[config.mk]
export PLATFORM = sky130hd
export DESIGN_NAME = ews_wait_ctrl
export DESIGN_NICKNAME = d
export VERILOG_FILES = /design/src/design/ews_pkg.sv /design/src/design/ews_cfg_reg.sv /design/src/design/ews_reset_sync.sv /design/src/design/ews_wait_ctrl.sv
export VERILOG_INCLUDE_DIRS = /design/src /design/src/design
export SDC_FILE = /design/constraint.sdc
export NUM_CORES = 1
export LEC_CHECK = 0
export ABC_AREA = 1
export BUFFER_PORTS_ARGS = -buffer_cell sky130_fd_sc_hd__buf_2
export CORE_MARGIN = 2
export CORE_UTILIZATION = 55
export CTS_CLUSTER_SIZE = 16
export DETAILED_ROUTE_END_ITERATION = 8
export GPL_TIMING_DRIVEN = 0
export PLACE_DENSITY_LB_ADDON = 0.15
export SYNTH_ARGS = -nofsm -noshare
export SYNTH_HDL_FRONTEND = slang
export SYNTH_SLANG_ARGS = --single-unit
[constraint.sdc]
create_clock -name clock -period 14.45 [get_ports clock]
set_clock_uncertainty 0.15 [all_clocks]
set_input_delay 3.6125 -clock clock [delete_from_list [all_inputs] [get_ports clock]]
set_output_delay 3.6125 -clock clock [all_outputs]
set_load 0.01 [all_outputs]
[src/design/ews_regs.svh]
// Purpose: constants for the external wait-state controller
// Assumes: one 32-bit configuration word at index 0x2
// Notes:   field positions are lsb positions within the word
`ifndef EWS_REGS_SVH
`define EWS_REGS_SVH
`define EWS_CFG_OFFSET      4'h2
`define EWS_CFG_RESET       32'h21ad6b5a
`define EWS_CFG_RSVD_MASK   32'h7fffffff
`define EWS_BANK_FIELD_W    5
`define EWS_MODE_LSB        0
`define EWS_COUNT_LSB       2
`define EWS_UB_MODE_LSB     20
`define EWS_UB_COUNT_LSB    22
`define EWS_PAGE_SIZE_LSB   25
`define EWS_PAGE_IDLE_BIT   28
`define EWS_MP_WAIT_BIT     29
`define EWS_DMA_IDLE_BIT    30
`define EWS_PAGE_BASE_SHIFT 8
`endif

[src/design/ews_pkg.sv]
// Purpose: types for the external wait-state controller
// Assumes: nothing
// Notes:   state codes are binary and written out
package ews_pkg;
  typedef enum logic [1:0] {
    EWS_MODE_ACK_ONLY = 2'h0,
    EWS_MODE_INT_ONLY = 2'h1,
    EWS_MODE_BOTH     = 2'h2,
    EWS_MODE_EITHER   = 2'h3
  } ews_mode_t;
  typedef enum logic [2:0] {
    EWS_ST_IDLE   = 3'h0,
    EWS_ST_PRE    = 3'h1,
    EWS_ST_STROBE = 3'h2,
    EWS_ST_HOLD   = 3'h3,
    EWS_ST_BIDLE  = 3'h4
  } ews_state_t;
endpackage : ews_pkg

[src/design/ews_cfg_reg.sv]
// Purpose: configuration word storage with processor register port
// Assumes: writes are single-cycle strobes, synchronous to clock
// Notes:   read data is registered, reserved bit reads as zero
`timescale 1ns/100ps
`default_nettype none
`include "ews_regs.svh"
module ews_cfg_reg (
  input  wire logic        clock,
  input  wire logic        rst_n,
  input  wire logic        wr_en,
  input  wire logic [31:0] wr_data,
  output var  logic [31:0] cfg,
  output var  logic [31:0] rd_data
);
  logic [31:0] cfg_r, cfg_nxt, rd_r, rd_nxt;

  // next word: write replaces, reserved bit forced low
  always_comb begin
    cfg_nxt = cfg_r;
    if (wr_en) begin
      cfg_nxt = wr_data & `EWS_CFG_RSVD_MASK;
    end
    rd_nxt = cfg_r;
  end

  // reset value loads on processor reset
  always_ff @(posedge clock or negedge rst_n) begin
    if (!rst_n) begin
      cfg_r <= `EWS_CFG_RESET;
      rd_r  <= `EWS_CFG_RESET;
    end else begin
      cfg_r <= cfg_nxt;
      rd_r  <= rd_nxt;
    end
  end

  assign cfg     = cfg_r;
  assign rd_data = rd_r;
endmodule : ews_cfg_reg
`default_nettype wire

[src/design/ews_reset_sync.sv]
// Purpose: reset release synchroniser
// Assumes: reset_n may be asynchronous
// Notes:   assertion is immediate, release takes two edges
`timescale 1ns/100ps
`default_nettype none
module ews_reset_sync (
  input  wire logic clock,
  input  wire logic reset_n,
  output var  logic rst_n
);
  logic meta_r, sync_r, meta_nxt, sync_nxt;

  // second stage reads only the first
  always_comb begin
    meta_nxt = 1'b1;
    sync_nxt = meta_r;
  end

  always_ff @(posedge clock or negedge reset_n) begin
    if (!reset_n) begin
      meta_r <= 1'b0;
      sync_r <= 1'b0;
    end else begin
      meta_r <= meta_nxt;
      sync_r <= sync_nxt;
    end
  end

  assign rst_n = sync_r;
endmodule : ews_reset_sync
`default_nettype wire

[src/design/ews_wait_ctrl.sv]
// Purpose: wait-state and bus-cycle sequencing for the external port
// Assumes: core holds its request until done; inputs synchronous
// Notes:   one access at a time; inactive cycles follow or precede it
`timescale 1ns/100ps
`default_nettype none
`include "ews_regs.svh"
module ews_wait_ctrl #(
  parameter int ADDR_W = 32,
  parameter int DATA_W = 32
) (
  input  wire logic              clock,
  input  wire logic              reset_n,
  input  wire logic              reg_wr,
  input  wire logic [3:0]        reg_addr,
  input  wire logic [31:0]       reg_wdata,
  output var  logic [31:0]       reg_rdata,
  input  wire logic              acc_req,
  input  wire logic              acc_write,
  input  wire logic [1:0]        acc_bank,
  input  wire logic              acc_boot_sel,
  input  wire logic              acc_mp_space,
  input  wire logic              acc_dma_hs,
  input  wire logic [ADDR_W-1:0] acc_addr,
  input  wire logic [DATA_W-1:0] acc_wdata,
  output logic                   acc_done,
  output logic [ADDR_W-1:0]      ext_addr,
  output logic [DATA_W-1:0]      ext_wdata,
  output logic                   ext_drive,
  output logic                   ext_rd_n,
  output logic                   ext_wr_n,
  output logic                   ext_bms_n,
  input  wire logic              ext_ack
);
  logic        rst_n;
  logic [31:0] cfg;
  logic [31:0] rd_word;

  ews_reset_sync u_rst (
    .clock   (clock),
    .reset_n (reset_n),
    .rst_n   (rst_n)
  );

  // register port decode, one word at its documented index
  ews_cfg_reg u_cfg (
    .clock   (clock),
    .rst_n   (rst_n),
    .wr_en   (reg_wr && (reg_addr == `EWS_CFG_OFFSET)),
    .wr_data (reg_wdata),
    .cfg     (cfg),
    .rd_data (rd_word)
  );

  // wait count decode: 111 means zero waits, not seven
  function automatic logic [2:0] waits_of(input logic [2:0] code);
    waits_of = (code == 3'h7) ? 3'h0 : code;
  endfunction : waits_of

  function automatic logic idle_of(input logic [2:0] code);
    idle_of = (code == 3'h1) || (code == 3'h2) ||
              (code == 3'h3) || (code == 3'h7);
  endfunction : idle_of

  function automatic logic hold_of(input logic [2:0] code);
    hold_of = (code == 3'h4) || (code == 3'h5) ||
              (code == 3'h6);
  endfunction : hold_of

  // sequencer state
  ews_pkg::ews_state_t state_r, state_nxt;
  ews_pkg::ews_mode_t  mode_r, mode_nxt;
  logic [2:0]          cnt_r, cnt_nxt;
  logic                hold_r, hold_nxt;
  logic                idle_r, idle_nxt;
  logic                wr_r, wr_nxt;
  logic                bms_r, bms_nxt;
  logic                done_r, done_nxt;
  logic [ADDR_W-1:0]   addr_r, addr_nxt, last_addr_r, last_addr_nxt;
  logic [DATA_W-1:0]   data_r, data_nxt;
  logic                last_valid_r, last_valid_nxt;
  logic                cnt_zero, finish;

  // field selection for the current access
  logic [4:0]          bank_field;
  ews_pkg::ews_mode_t  sel_mode;
  logic [2:0]          sel_code;
  logic [2:0]          page_size;
  logic                page_cross;
  always_comb begin
    bank_field = cfg[5'(acc_bank) * 5 +: `EWS_BANK_FIELD_W];
    sel_mode   = ews_pkg::ews_mode_t'(bank_field[1:0]);
    sel_code   = bank_field[4:2];
    if (acc_boot_sel) begin
      sel_mode = ews_pkg::ews_mode_t'(cfg[`EWS_UB_MODE_LSB +: 2]);
      sel_code = cfg[`EWS_UB_COUNT_LSB +: 3];
    end
    page_size  = cfg[`EWS_PAGE_SIZE_LSB +: 3];
    // page is 2^(8+size) words; only bank 0 checks it
    page_cross = !acc_boot_sel && (acc_bank == 2'h0) &&
                 last_valid_r &&
                 ((acc_addr >> (`EWS_PAGE_BASE_SHIFT + page_size)) !=
                  (last_addr_r >> (`EWS_PAGE_BASE_SHIFT + page_size)));
  end

  // completion decision per mode, ack sampled once per clock
  always_comb begin
    cnt_zero = (cnt_r == 3'h0);
    case (mode_r)
      ews_pkg::EWS_MODE_ACK_ONLY: finish = ext_ack;
      ews_pkg::EWS_MODE_INT_ONLY: finish = cnt_zero;
      ews_pkg::EWS_MODE_BOTH:     finish = cnt_zero && ext_ack;
      ews_pkg::EWS_MODE_EITHER:   finish = cnt_zero || ext_ack;
      default:                    finish = 1'b0;
    endcase
  end

  // next-state logic for the access sequencer
  always_comb begin
    state_nxt      = state_r;
    mode_nxt       = mode_r;
    cnt_nxt        = cnt_r;
    hold_nxt       = hold_r;
    idle_nxt       = idle_r;
    wr_nxt         = wr_r;
    bms_nxt        = bms_r;
    addr_nxt       = addr_r;
    data_nxt       = data_r;
    done_nxt       = 1'b0;
    last_addr_nxt  = last_addr_r;
    last_valid_nxt = last_valid_r;
    case (state_r)
      ews_pkg::EWS_ST_IDLE: begin
        if (acc_req && !done_r) begin
          // latch everything so the bus stays stable while stretched
          mode_nxt = sel_mode;
          cnt_nxt  = waits_of(sel_code) +
                     3'(acc_mp_space && cfg[`EWS_MP_WAIT_BIT]);
          hold_nxt = hold_of(sel_code);
          idle_nxt = idle_of(sel_code);
          wr_nxt   = acc_write;
          bms_nxt  = acc_boot_sel;
          addr_nxt = acc_addr;
          data_nxt = acc_wdata;
          // only bank 0 accesses move the page reference
          if (!acc_boot_sel && (acc_bank == 2'h0)) begin
            last_addr_nxt  = acc_addr;
            last_valid_nxt = 1'b1;
          end
          if ((page_cross && cfg[`EWS_PAGE_IDLE_BIT]) ||
              (acc_dma_hs && cfg[`EWS_DMA_IDLE_BIT])) begin
            state_nxt = ews_pkg::EWS_ST_PRE;
          end else begin
            state_nxt = ews_pkg::EWS_ST_STROBE;
          end
        end
      end
      ews_pkg::EWS_ST_PRE: begin
        state_nxt = ews_pkg::EWS_ST_STROBE;
      end
      ews_pkg::EWS_ST_STROBE: begin
        if (!cnt_zero) begin
          cnt_nxt = cnt_r - 3'h1;
        end
        if (finish) begin
          if (hold_r) begin
            state_nxt = ews_pkg::EWS_ST_HOLD;
          end else if (idle_r) begin
            state_nxt = ews_pkg::EWS_ST_BIDLE;
          end else begin
            state_nxt = ews_pkg::EWS_ST_IDLE;
            done_nxt  = 1'b1;
          end
        end
      end
      ews_pkg::EWS_ST_HOLD, ews_pkg::EWS_ST_BIDLE: begin
        state_nxt = ews_pkg::EWS_ST_IDLE;
        done_nxt  = 1'b1;
      end
      default: state_nxt = ews_pkg::EWS_ST_IDLE;
    endcase
  end

  always_ff @(posedge clock or negedge rst_n) begin
    if (!rst_n) begin
      state_r      <= ews_pkg::EWS_ST_IDLE;
      mode_r       <= ews_pkg::EWS_MODE_ACK_ONLY;
      cnt_r        <= 3'h0;
      hold_r       <= 1'b0;
      idle_r       <= 1'b0;
      wr_r         <= 1'b0;
      bms_r        <= 1'b0;
      done_r       <= 1'b0;
      addr_r       <= '0;
      data_r       <= '0;
      last_addr_r  <= '0;
      last_valid_r <= 1'b0;
    end else begin
      state_r      <= state_nxt;
      mode_r       <= mode_nxt;
      cnt_r        <= cnt_nxt;
      hold_r       <= hold_nxt;
      idle_r       <= idle_nxt;
      wr_r         <= wr_nxt;
      bms_r        <= bms_nxt;
      done_r       <= done_nxt;
      addr_r       <= addr_nxt;
      data_r       <= data_nxt;
      last_addr_r  <= last_addr_nxt;
      last_valid_r <= last_valid_nxt;
    end
  end

  // pin outputs registered from state; strobes only during STROBE
  logic              rd_n_r, wr_n_r, bms_n_r, drive_r;
  logic [ADDR_W-1:0] eaddr_r;
  logic [DATA_W-1:0] edata_r;
  logic              strobe_on, bus_on;
  always_comb begin
    strobe_on = (state_nxt == ews_pkg::EWS_ST_STROBE);
    // hold cycle keeps address and data driven after the strobe
    bus_on    = strobe_on || (state_nxt == ews_pkg::EWS_ST_HOLD);
  end

  always_ff @(posedge clock or negedge rst_n) begin
    if (!rst_n) begin
      rd_n_r  <= 1'b1;
      wr_n_r  <= 1'b1;
      bms_n_r <= 1'b1;
      drive_r <= 1'b0;
      eaddr_r <= '0;
      edata_r <= '0;
    end else begin
      rd_n_r  <= !(strobe_on && !wr_nxt);
      wr_n_r  <= !(strobe_on && wr_nxt);
      bms_n_r <= !(strobe_on && bms_nxt);
      drive_r <= bus_on && wr_nxt;
      eaddr_r <= addr_nxt;
      edata_r <= data_nxt;
    end
  end

  assign reg_rdata = rd_word;
  assign acc_done  = done_r;
  assign ext_addr  = eaddr_r;
  assign ext_wdata = edata_r;
  assign ext_drive = drive_r;
  assign ext_rd_n  = rd_n_r;
  assign ext_wr_n  = wr_n_r;
  assign ext_bms_n = bms_n_r;

  // checks
  property p_mode1_ignores_ack;
    @(posedge clock) disable iff (!rst_n)
      (state_r == ews_pkg::EWS_ST_STROBE &&
       mode_r == ews_pkg::EWS_MODE_INT_ONLY && !cnt_zero)
      |=> state_r == ews_pkg::EWS_ST_STROBE;
  endproperty
  a_mode1_ignores_ack: assert property (p_mode1_ignores_ack)
    else $error("internal-only access ended early");
  property p_ack_only;
    @(posedge clock) disable iff (!rst_n)
      (state_r == ews_pkg::EWS_ST_STROBE &&
       mode_r == ews_pkg::EWS_MODE_ACK_ONLY && !ext_ack)
      |=> state_r == ews_pkg::EWS_ST_STROBE;
  endproperty
  a_ack_only: assert property (p_ack_only)
    else $error("ack-only access ended without ack");
  property p_both;
    @(posedge clock) disable iff (!rst_n)
      (state_r == ews_pkg::EWS_ST_STROBE &&
       mode_r == ews_pkg::EWS_MODE_BOTH && (!ext_ack || !cnt_zero))
      |=> state_r == ews_pkg::EWS_ST_STROBE;
  endproperty
  a_both: assert property (p_both)
    else $error("both-mode access ended too soon");
  property p_either;
    @(posedge clock) disable iff (!rst_n)
      (state_r == ews_pkg::EWS_ST_STROBE &&
       mode_r == ews_pkg::EWS_MODE_EITHER && ext_ack)
      |=> state_r != ews_pkg::EWS_ST_STROBE;
  endproperty
  a_either: assert property (p_either)
    else $error("either-mode access ignored ack");
  property p_hold_keeps_bus;
    @(posedge clock) disable iff (!rst_n)
      $rose(ext_rd_n) && state_r == ews_pkg::EWS_ST_HOLD
      |-> $stable(ext_addr) ##1 acc_done;
  endproperty
  a_hold_keeps_bus: assert property (p_hold_keeps_bus)
    else $error("hold cycle lost address");
  property p_stable_addr;
    @(posedge clock) disable iff (!rst_n)
      !ext_rd_n && !$past(ext_rd_n) |-> $stable(ext_addr);
  endproperty
  a_stable_addr: assert property (p_stable_addr)
    else $error("address moved during strobe");
  property p_done_pulse;
    @(posedge clock) disable iff (!rst_n)
      acc_done |=> !acc_done;
  endproperty
  a_done_pulse: assert property (p_done_pulse)
    else $error("done longer than one cycle");
  property p_idle_after;
    @(posedge clock) disable iff (!rst_n)
      state_r == ews_pkg::EWS_ST_BIDLE |-> ext_rd_n && ext_wr_n && !ext_drive;
  endproperty
  a_idle_after: assert property (p_idle_after)
    else $error("bus active in idle cycle");
  c_hold: cover property (@(posedge clock) state_r == ews_pkg::EWS_ST_HOLD);
  c_bidle: cover property (@(posedge clock) state_r == ews_pkg::EWS_ST_BIDLE);
  c_pre: cover property (@(posedge clock) state_r == ews_pkg::EWS_ST_PRE);
endmodule : ews_wait_ctrl
`default_nettype wire

======== Word level (Yosys, flattened, before mapping) ========
Index checks and enable logic that the tools add are counted.
storage, ports and cells
  flip-flop bits (word level) ............. 178
  input port bits ......................... 111
  output and inout port bits .............. 101
  word-level logic and storage cells ...... 104
operators by class
  add/sub/neg operators ................... 3
  multiply operators ...................... 1
  eq/ne operators ......................... 20
  shifts and indexed selects .............. 3
  mux-type cells .......................... 21
  reduce and logical (&&, ||, !) cells .... 36
operator list
  kind                 count
  $ne 32x32->1         1
  $shiftx 32x6->5      1
  $shr 32x32->32       1
  $shr 32x5->32        1
  $mux 3               8
  $eq 3x2->1 const B   6
  $eq 3x3->1 const B   5
  $logic_and 1x1->1    13
  $pmux 3 s3           1
  $logic_or 1x1->1     8
  $mux 1               7
  $eq 3x1->1 const B   2
  $logic_not 1->1      6
  $logic_not 3->1      2
  $pmux 3 s2           1
  $reduce_and 3->1     2
  $add 4x3->5 const A  1
  $mul 2x3->5 const B  1
  $eq 2x2->1 const B   2
  $eq 4x2->1 const B   1
  $logic_not 2->1      2
  $mux 2               2
  $ne 2x2->1 const B   2
  $pmux 1 s4           1
  7 further kinds      7

======== Depth between registers and ports, before layout ========
Gate-level depths: netlist of the first run.
  depth in word-level cells ............... 12
  gate-level depth with buffers ........... 20
  gate-level depth less buffers ........... 19

======== Hierarchy ========
Synthesis of the first run repeated with hierarchy kept, for this count alone.
second synthesis, totals
  cells, all modules ...................... 975
  area, all modules ....................... 7672.4 um^2
by module, submodules not included
  module          instances  cells an instance  area an instance (um^2)  seq. area each (um^2)
  ews_wait_ctrl   1          807                5625.4                   2656.3
  ews_cfg_reg     1          165                1993.2                   1591.5
  ews_reset_sync  1          3                  53.8                     50.0

======== Worst setup path before layout of the first run ========
OpenSTA, ideal clock, no wires.
  path type ............................... input -> register
  from .................................... in acc_bank[0]
  to ...................................... reg cnt_r[2]
  setup time .............................. 0.129 ns
  data arrival time ....................... 5.178 ns
  data required time ...................... 14.171 ns
  path slack .............................. 8.992 ns
  stages .................................. 14
  path buffers ............................ 1
  cells stage by stage .................... inv_1 buf_2 nor2_1 o22ai_1 nand2_1 nand2_1 nand2_1 a21oi_1 a21oi_1 ha_1 ha_1 or2_2 nand3_1 a31oi_1
on the way
  word-level cells in the longest chain between the ends .. 8
RTL lines
  element                 line                  RTL
  start: declaration      ews_wait_ctrl.sv:19   input wire logic [1:0] acc_bank,
  $mul 2x3->5 *           ews_wait_ctrl.sv:90   bank_field = cfg[5'(acc_bank) * 5 +: `EWS_BANK_FIELD_W];
  $shiftx 32x6->5 *       ews_wait_ctrl.sv:90
  $mux 3 *                ews_wait_ctrl.sv:93   if (acc_boot_sel) begin
  $eq 3x3->1              ews_wait_ctrl.sv:56   waits_of = (code == 3'h7) ? 3'h0 : code;
  $mux 3 *                ews_wait_ctrl.sv:56
  $add 3x1->3 *           ews_wait_ctrl.sv:136  cnt_nxt = waits_of(sel_code) +
  $mux 3 *                ews_wait_ctrl.sv:133  if (acc_req && !done_r) begin
  $pmux 3 s2 *            ews_wait_ctrl.sv:131  case (state_r)
  end signal: assignment  ews_wait_ctrl.sv:200  cnt_r <= cnt_nxt;
  end: declaration        ews_wait_ctrl.sv:72   logic [2:0] cnt_r, cnt_nxt;
Mark *: on every way between the ends. The rest lies on a longest branch, timed or not. The select of a mux whose other input is x is not followed.
A chain may end at the register's enable or synchronous reset.

======== Worst setup path in the final report of the first run ========
Same ends and word-level chain as after synthesis.

==> flow_metrics.tcl, run 1 <==
set metrics [dict create \
    outcome "finished clean" \
    grt_max_degree 73 \
    grt_pass1_wl_mm 28.5 \
    core-area_um2 13200 \
    end_kind "register" \
    grt_busiest_layer "met2" \
    reg2reg_to "ext_addr[26]" \
    crit_end "cnt_r[2]" \
    drc 0 \
    tritoncts "yes" \
    netlist-cell-type-count 32 \
    yosysWarnings 0 \
    final_util_pct 70.5 \
    use_met1_pct 32.7 \
    reg2reg_slack_ns 11.91 \
    synth-edff-count 0 \
    rows 42 \
    startpoint "acc_bank[0]" \
    wirelength_mm 17.7 \
    die_w_um 120 \
    fp.dieH_um 120 \
    area_delta_synth_final_pct 25.6 \
    synth_nets 971 \
    grtUsageMet2_pct 42.0 \
    syn_area_um2 7400 \
    synth-main-ff-cell "dfrtp_1" \
    regArea_um2 4300 \
    setup_viol 0 \
    synth-seq-cells 170 \
    critPathRequiredTime_ns 14.60 \
    drive_gt1_share_pct 29.4 \
    synth_top_cell_area_share_pct 45.6 \
    track_usage_pct 25.6 \
    syn_avg_cell_area_um2 8.65 \
    yosys.cell_count.top_type "nand2_1" \
    worst_slew_pin_slew_ns 0.677 \
    max-cap-violations 0 \
    synth_area_leaders "dfrtp_1 46%, nand2_1 17%, dfstp_2 12%, o21ai_0 4.7%, mux2_2 4.1%" \
    fin_nets 1200 \
    finalHoldViolCount 0 \
    place_congestion 0.935 \
    final.min_clock_period_ns 5.44 \
    die_area_um2 14400 \
    relSlewSlack_pct 54.5 \
    port_buffers 208 \
    slowest_delay_ns 0.29 \
    vias_per_cell 4.89 \
    crit_fanout 10 \
    worstSetupStartpointType "input port" \
    reg2reg_depth 9 \
    clk_latency_ns 0.42 \
    p_leak_nw 5.07 \
    rr_startpoint "state_r[0]" \
    cts_sinks 170 \
    wl_per_cell_um 13.9 \
    worst_slack_ns 9.01 \
    cp_slowest_cell "or2_2" \
    path_cells "buf_2 > inv_1 > buf_2 > nor2_1 > o32ai_1 > nand2_1 > a21oi_1 > a21oi_1 > ha_1 > ha_1 > or2_2 > nand3_1 > a31oi_1" \
    finalSetupTns_ns 0 \
    fillCellCount 1097 \
    cts_resized 0 \
    crit_arrival_ns 5.59 \
    vdd_drop_max_mv 0.118 \
    place_ws_ns 8.60 \
    cts_setup_buffers 0 \
    cts_hold_buf 0 \
    route.antenna.remaining_nets 0 \
    multi_input_area_um2 2650 \
    ios 212 \
    numCtsBuffers 17 \
    path_clk_slew_ns 0.07 \
    vias 6242 \
    grt_pass1_vias 5939 \
    synth_commonest_cells "345 x nand2_1, 135 x dfrtp_1, 77 x inv_1" \
    grt-ovfl-total 0 \
    use_met3_pct 6.80 \
    firstDrtPassIters 5 \
    hold_class "register to async pin" \
    maxSlewViolCount 0 \
    fmax_mhz 184 \
    drt_iter0_drc 436 \
    async_flop_share_pct 100 \
    hpwl_mm 13.0 \
    cts-root-buf "clkbuf_16" \
    min_period_over_period_pct 37.7 \
    power_density_nw_per_um2 199 \
    synth_area_leader_cell "dfrtp_1" \
    crit_type "input port to register" \
    syn_inst 856 \
    cts_max_level 4 \
    yosysSeqAreaShare_pct 58.0 \
    clock_path_buffers 2 \
    rsz0062_at_grt "no" \
    start_util_pct 56.1 \
    antenna_found_initial 2 \
]
## registers in the layout, summed over array words and instances, names as in the netlist, 2 cells and up
signal / count
u_cfg.cfg: 31
mode_r: 2
ext_wdata: 32
u_cfg.rd_data: 31
state_r: 3
ext_addr: 32
cnt_r: 3
last_addr_r: 24
## worst min-delay path by stage
stage | start | end | slack, ns | cells past startpoint
finish | u_rst.rst_n | u_cfg.cfg[2] | 0.18 | 0
global placement | u_rst.meta_r | u_rst.rst_n | 0.19 | 0
floorplan | u_rst.meta_r | u_rst.rst_n | 0.18 | 0
detailed placement | u_rst.rst_n | u_cfg.rd_data[7] | 0.19 | 0
CTS | u_rst.rst_n | u_cfg.rd_data[7] | 0.20 | 0
global route | u_cfg.cfg[13] | u_cfg.rd_data[13] | 0.22 | 0
## power breakdown
group | internal [mW] | switching [mW] | leakage, nW | total (mW)
logic | 0.252 | 0.379 | 2.77 | 0.631
clock network | 0.248 | 0.190 | 0.267 | 0.438
registers | 0.673 | 0.106 | 2.03 | 0.779
total | 1.17 | 0.675 | 5.07 | 1.85
## final cells by class
cell class                      count  share of cell area, %
Clock buffer                       20                   4.91
Sequential cell                   170                   46.2
Tap cell                          176                   2.37
Timing Repair Buffer              210                   11.8
Multi-Input combinational cell    573                   28.5
Inverter                           78                   3.15
Buffer                             35                   1.80
Antenna cell                        2                 0.0538
Clock inverter                     12                   1.24
## stage by stage
step | hold slack [ns] | power [mW] | cells | instance area [um^2]
after global routing | 0.225 | 1.99 | 1275 | 9300
after floorplan | 0.181 | 1.18 | 856 | 7400
after detailed placement | 0.188 | 1.42 | 1242 | 8720
after global placement | 0.185 | 1.39 | 1240 | 8670
final | 0.177 | 1.85 | 1276 | 9300
after CTS | 0.198 | 1.86 | 1274 | 9300
## metal layers
| layer | share of wire [%] | vias up |
|---|---|---|
| li1 | - | 3129 |
| met1 | 43 | 2884 |
| met2 | 48 | 199 |
| met3 | 6.4 | 30 |
| met4 | 2.0 | 0 |
| met5 | 0 | - |
## worst max-delay path: cells and delay by family
family	cells	cell delay [ns]
AND/OR/NAND/NOR	4	0.56
adder cells (fa/ha/maj)	2	0.39
buffers and inverters	3	0.40
AO/OA/AOI/OAI	4	0.65
## cells by family after synthesis
group / Yosys count / synth area share, %
AOI/OAI and AO/OA: 98 / 6.96
xor gates and xnor gates: 8 / 0.946
buffers and inverters: 113 / 6.22
other: 2 / 0.101
and+or+nand+nor: 434 / 22.9
muxes: 27 / 4.11
adders and majority gates: 4 / 0.676
DFF: 170 / 58.0
## layout by cell type (no fill, tap or decap), types with 18 or more instances in the layout
cell	Yosys	final
buf_2	8	216
a21oi_1	18	18
nand2_1	345	345
dfstp_2	35	35
nor2_1	42	42
mux2_2	27	27
o21ai_0	69	69
clkbuf_1	19	20
inv_1	77	77
nand3_1	36	36
dfrtp_1	135	134
(Power assumes the default switching activity.)
==> run 2: changes to the inputs <==
--- a/config.mk
+++ b/config.mk
@@ -6,10 +6,10 @@
 export SDC_FILE = /design/constraint.sdc
 export NUM_CORES = 1
 export LEC_CHECK = 0
-export ABC_AREA = 1
+export ABC_AREA = 0
 export BUFFER_PORTS_ARGS = -buffer_cell sky130_fd_sc_hd__buf_2
 export CORE_MARGIN = 2
-export CORE_UTILIZATION = 55
+export CORE_UTILIZATION = 46
 export CTS_CLUSTER_SIZE = 16
 export DETAILED_ROUTE_END_ITERATION = 8
 export GPL_TIMING_DRIVEN = 0
==> constraint.sdc (replaced) <==
create_clock -name clock -period 4.8 [get_ports clock]
set_clock_uncertainty 0.15 [all_clocks]
set_input_delay 1.2 -clock clock [delete_from_list [all_inputs] [get_ports clock]]
set_output_delay 1.2 -clock clock [all_outputs]
set_load 0.01 [all_outputs]
==> run 2 against run 1 <==
Against the previous run:
- register-to-register slack worse by 9.6 ns
- first-iteration DRC count down 60%
- sequential power rose to 3.0 times the previous value
- area after synthesis decreased by 5.2%
- utilization is 11 points lower
- synthesized cell count is 28% lower
- clock power rose to 3.0 times the previous value
- clock-buffer cell count increased by 1
- via count fell by 18%
- largest power group unchanged
==> flow_metrics.tcl, run 2 <==
set metrics [dict create \
    die_area_um2 16300 \
    outcome "finished clean" \
    syn_area_um2 7020 \
    final_common_cell "nand2_1" \
    maxSlewViolCount 0 \
    p_leak_nw 4.48 \
    die_w_um 128 \
    crit_fanout 3 \
    rows 45 \
    syn_inst 613 \
    cts_resized 0 \
    path_depth 7 \
    start_util_pct 46.7 \
    reg2reg_depth 6 \
    fp.dieH_um 128 \
    cp.buffers_inverters 1 \
    drive_gt1_share_pct 41.3 \
    place_congestion 0.827 \
    grt_pass1_vias 5122 \
    crit_arrival_ns 3.12 \
    relSlewSlack_pct 43.0 \
    synth_area_leader_cell "dfrtp_1" \
    track_usage_pct 20.5 \
    hpwl_mm 12.1 \
    port_buffers 206 \
    synth_commonest_cells "215 x nand2_1, 135 x dfrtp_1, 57 x mux2_2" \
    path_clk_slew_ns 0.06 \
    synth-edff-count 0 \
    route.antenna.remaining_nets 0 \
    cts_max_level 4 \
    max-cap-violations 0 \
    crit_type "input port to register" \
    finalHoldViolCount 0 \
    synth-seq-cells 170 \
    most-common-layout-cells "215 x nand2_1, 208 x buf_2, 134 x dfrtp_1" \
    finalSetupTns_ns 0 \
    vdd_drop_max_mv 0.265 \
    instances_no_fill 1043 \
    synth_nets 728 \
    rsz0062_at_grt "no" \
    cts-root-buf "clkbuf_16" \
    dpl.cell_count 1010 \
    synth-main-ff-cell "dfrtp_1" \
    netlist-cell-type-count 52 \
    finalInstanceArea_um2 8930 \
    critPathRequiredTime_ns 4.93 \
    grt_pass1_wl_mm 25.9 \
    slowest_delay_ns 0.47 \
    end_kind "register" \
    yosysSeqAreaShare_pct 61.2 \
    setup_viol 0 \
    cts_hold_buf 0 \
    grt-ovfl-total 0 \
    holdPathStages 0 \
    placed_area_um2 8360 \
    clock_path_buffers 2 \
    synth_top_cell_area_share_pct 48.1 \
    fin_nets 956 \
    vias_per_cell 4.93 \
    core-area_um2 15000 \
    min_period_over_period_pct 62.2 \
    ios 212 \
    tritoncts "yes" \
    antenna_found_initial 2 \
    fmax_mhz 335 \
    cp_slowest_cell "a2111oi_0" \
    worstSetupStartpointType "input port" \
    crit_family "compound AO/OA/AOI/OAI gates" \
    cts_setup_buffers 0 \
    area_delta_synth_final_pct 27.2 \
    syn_avg_cell_area_um2 11.5 \
    firstDrtPassIters 4 \
    wl_per_cell_um 15.5 \
    worst_slew_pin_slew_ns 0.855 \
    grt_max_degree 64 \
    vias 5138 \
    cts_sinks 170 \
    numCtsBuffers 17 \
    hold_class "register to register" \
    yosysWarnings 0 \
    final.min_clock_period_ns 2.99 \
    async_flop_share_pct 100 \
    yosys.cell_count.top_type "nand2_1" \
    drt_iter0_drc 174 \
    clk_latency_ns 0.42 \
    path_cells "buf_2 > xnor2_1 > or3b_1 > a211oi_1 > nand4_1 > a2111oi_0 > o21ai_0" \
    synth_area_leaders "dfrtp_1 48%, dfstp_2 13%, nand2_1 11%, mux2_2 9.1%, xnor2_1 2.5%" \
    wirelength_mm 16.2 \
    power_density_nw_per_um2 619 \
    drc 0 \
]
==> run 2: cell count changes after synthesis, sizes merged, moves of 7 or more <==
cell | before | now
a21oi | 19 | 5
xor2 | 1 | 8
o21ai | 69 | 11
inv | 78 | 7
nand3 | 36 | 1
mux2 | 27 | 57
nand2 | 346 | 215
nor2 | 42 | 13
nand2b | 0 | 7
xnor2 | 7 | 20
==> run 2: cell families (layout without fill, tap and decap cells) <==
kind of cell / after synthesis / count (layout) / share of synthesized area, %
muxes: 68 / 68 / 11.8
xor gates and xnor gates: 28 / 28 / 3.49
and+or+nand+nor: 256 / 256 / 15.1
DFF: 170 / 170 / 61.2
buffers and inverters: 38 / 279 / 2.73
AOI/OAI and AO/OA: 47 / 47 / 4.88
other: 2 / 3 / 0.107
adders and majority gates: 4 / 4 / 0.713
==> run 2: path summary, 6_finish.rpt <==
path / start / endpoint / slack, ns
worst max-delay path: acc_addr[18] / state_r[0] / 1.81
worst min-delay path: u_rst.meta_r / u_rst.rst_n / 0.20
worst max register to register: state_r[1] / last_addr_r[8] / 2.29
worst min register to register: u_rst.meta_r / u_rst.rst_n / 0.20
max in group asynchronous: u_rst.rst_n / ext_bms_n / 3.40
min in group asynchronous: u_rst.rst_n / u_cfg.rd_data[12] / 0.30
==> run 2: area by class of cell <==
type,instances,area [um^2]
diodes,1,2.50
fillers,1272,6100
clock inverters,11,85.1
flip-flops and latches,170,4300
inverters,7,26.3
multi-input cells,405,2540
repair buffers,209,1090
clock buffers,21,483
plain buffers,31,165
well taps,188,235
==> run 2: per-layer routing <==
metal,wire [um],share of wire (%),global-route usage (%),vias up
met5,19,0.12,0,-
met2,7750,48,33.3,170
li1,-,-,-,2477
met4,164,1.0,6.40,2
met3,1060,6.6,5.49,12
met1,7200,44,27.1,2477
==> run 2: through the flow <==
stage | worst slack, ns | hold WS [ns] | power (mW) | utilization (%)
after floorplan | 1.69 | 0.181 | 3.54 | -
after global placement | 0.955 | 0.187 | 4.17 | 55.1
after detailed placement | 1.31 | 0.189 | 4.27 | 55.6
after CTS | 1.76 | 0.204 | 5.58 | 59.4
after global routing | 1.50 | 0.207 | 5.91 | 59.4
final | 1.81 | 0.202 | 5.53 | 59.4
==> run 2: report_power, final <==
part / leakage (nW) / switching (mW) / internal [mW]
clock: 0.279 / 0.568 / 0.730
sequential: 2.03 / 0.309 / 2.03
combinational: 2.17 / 1.05 / 0.836
total: 4.48 / 1.93 / 3.60
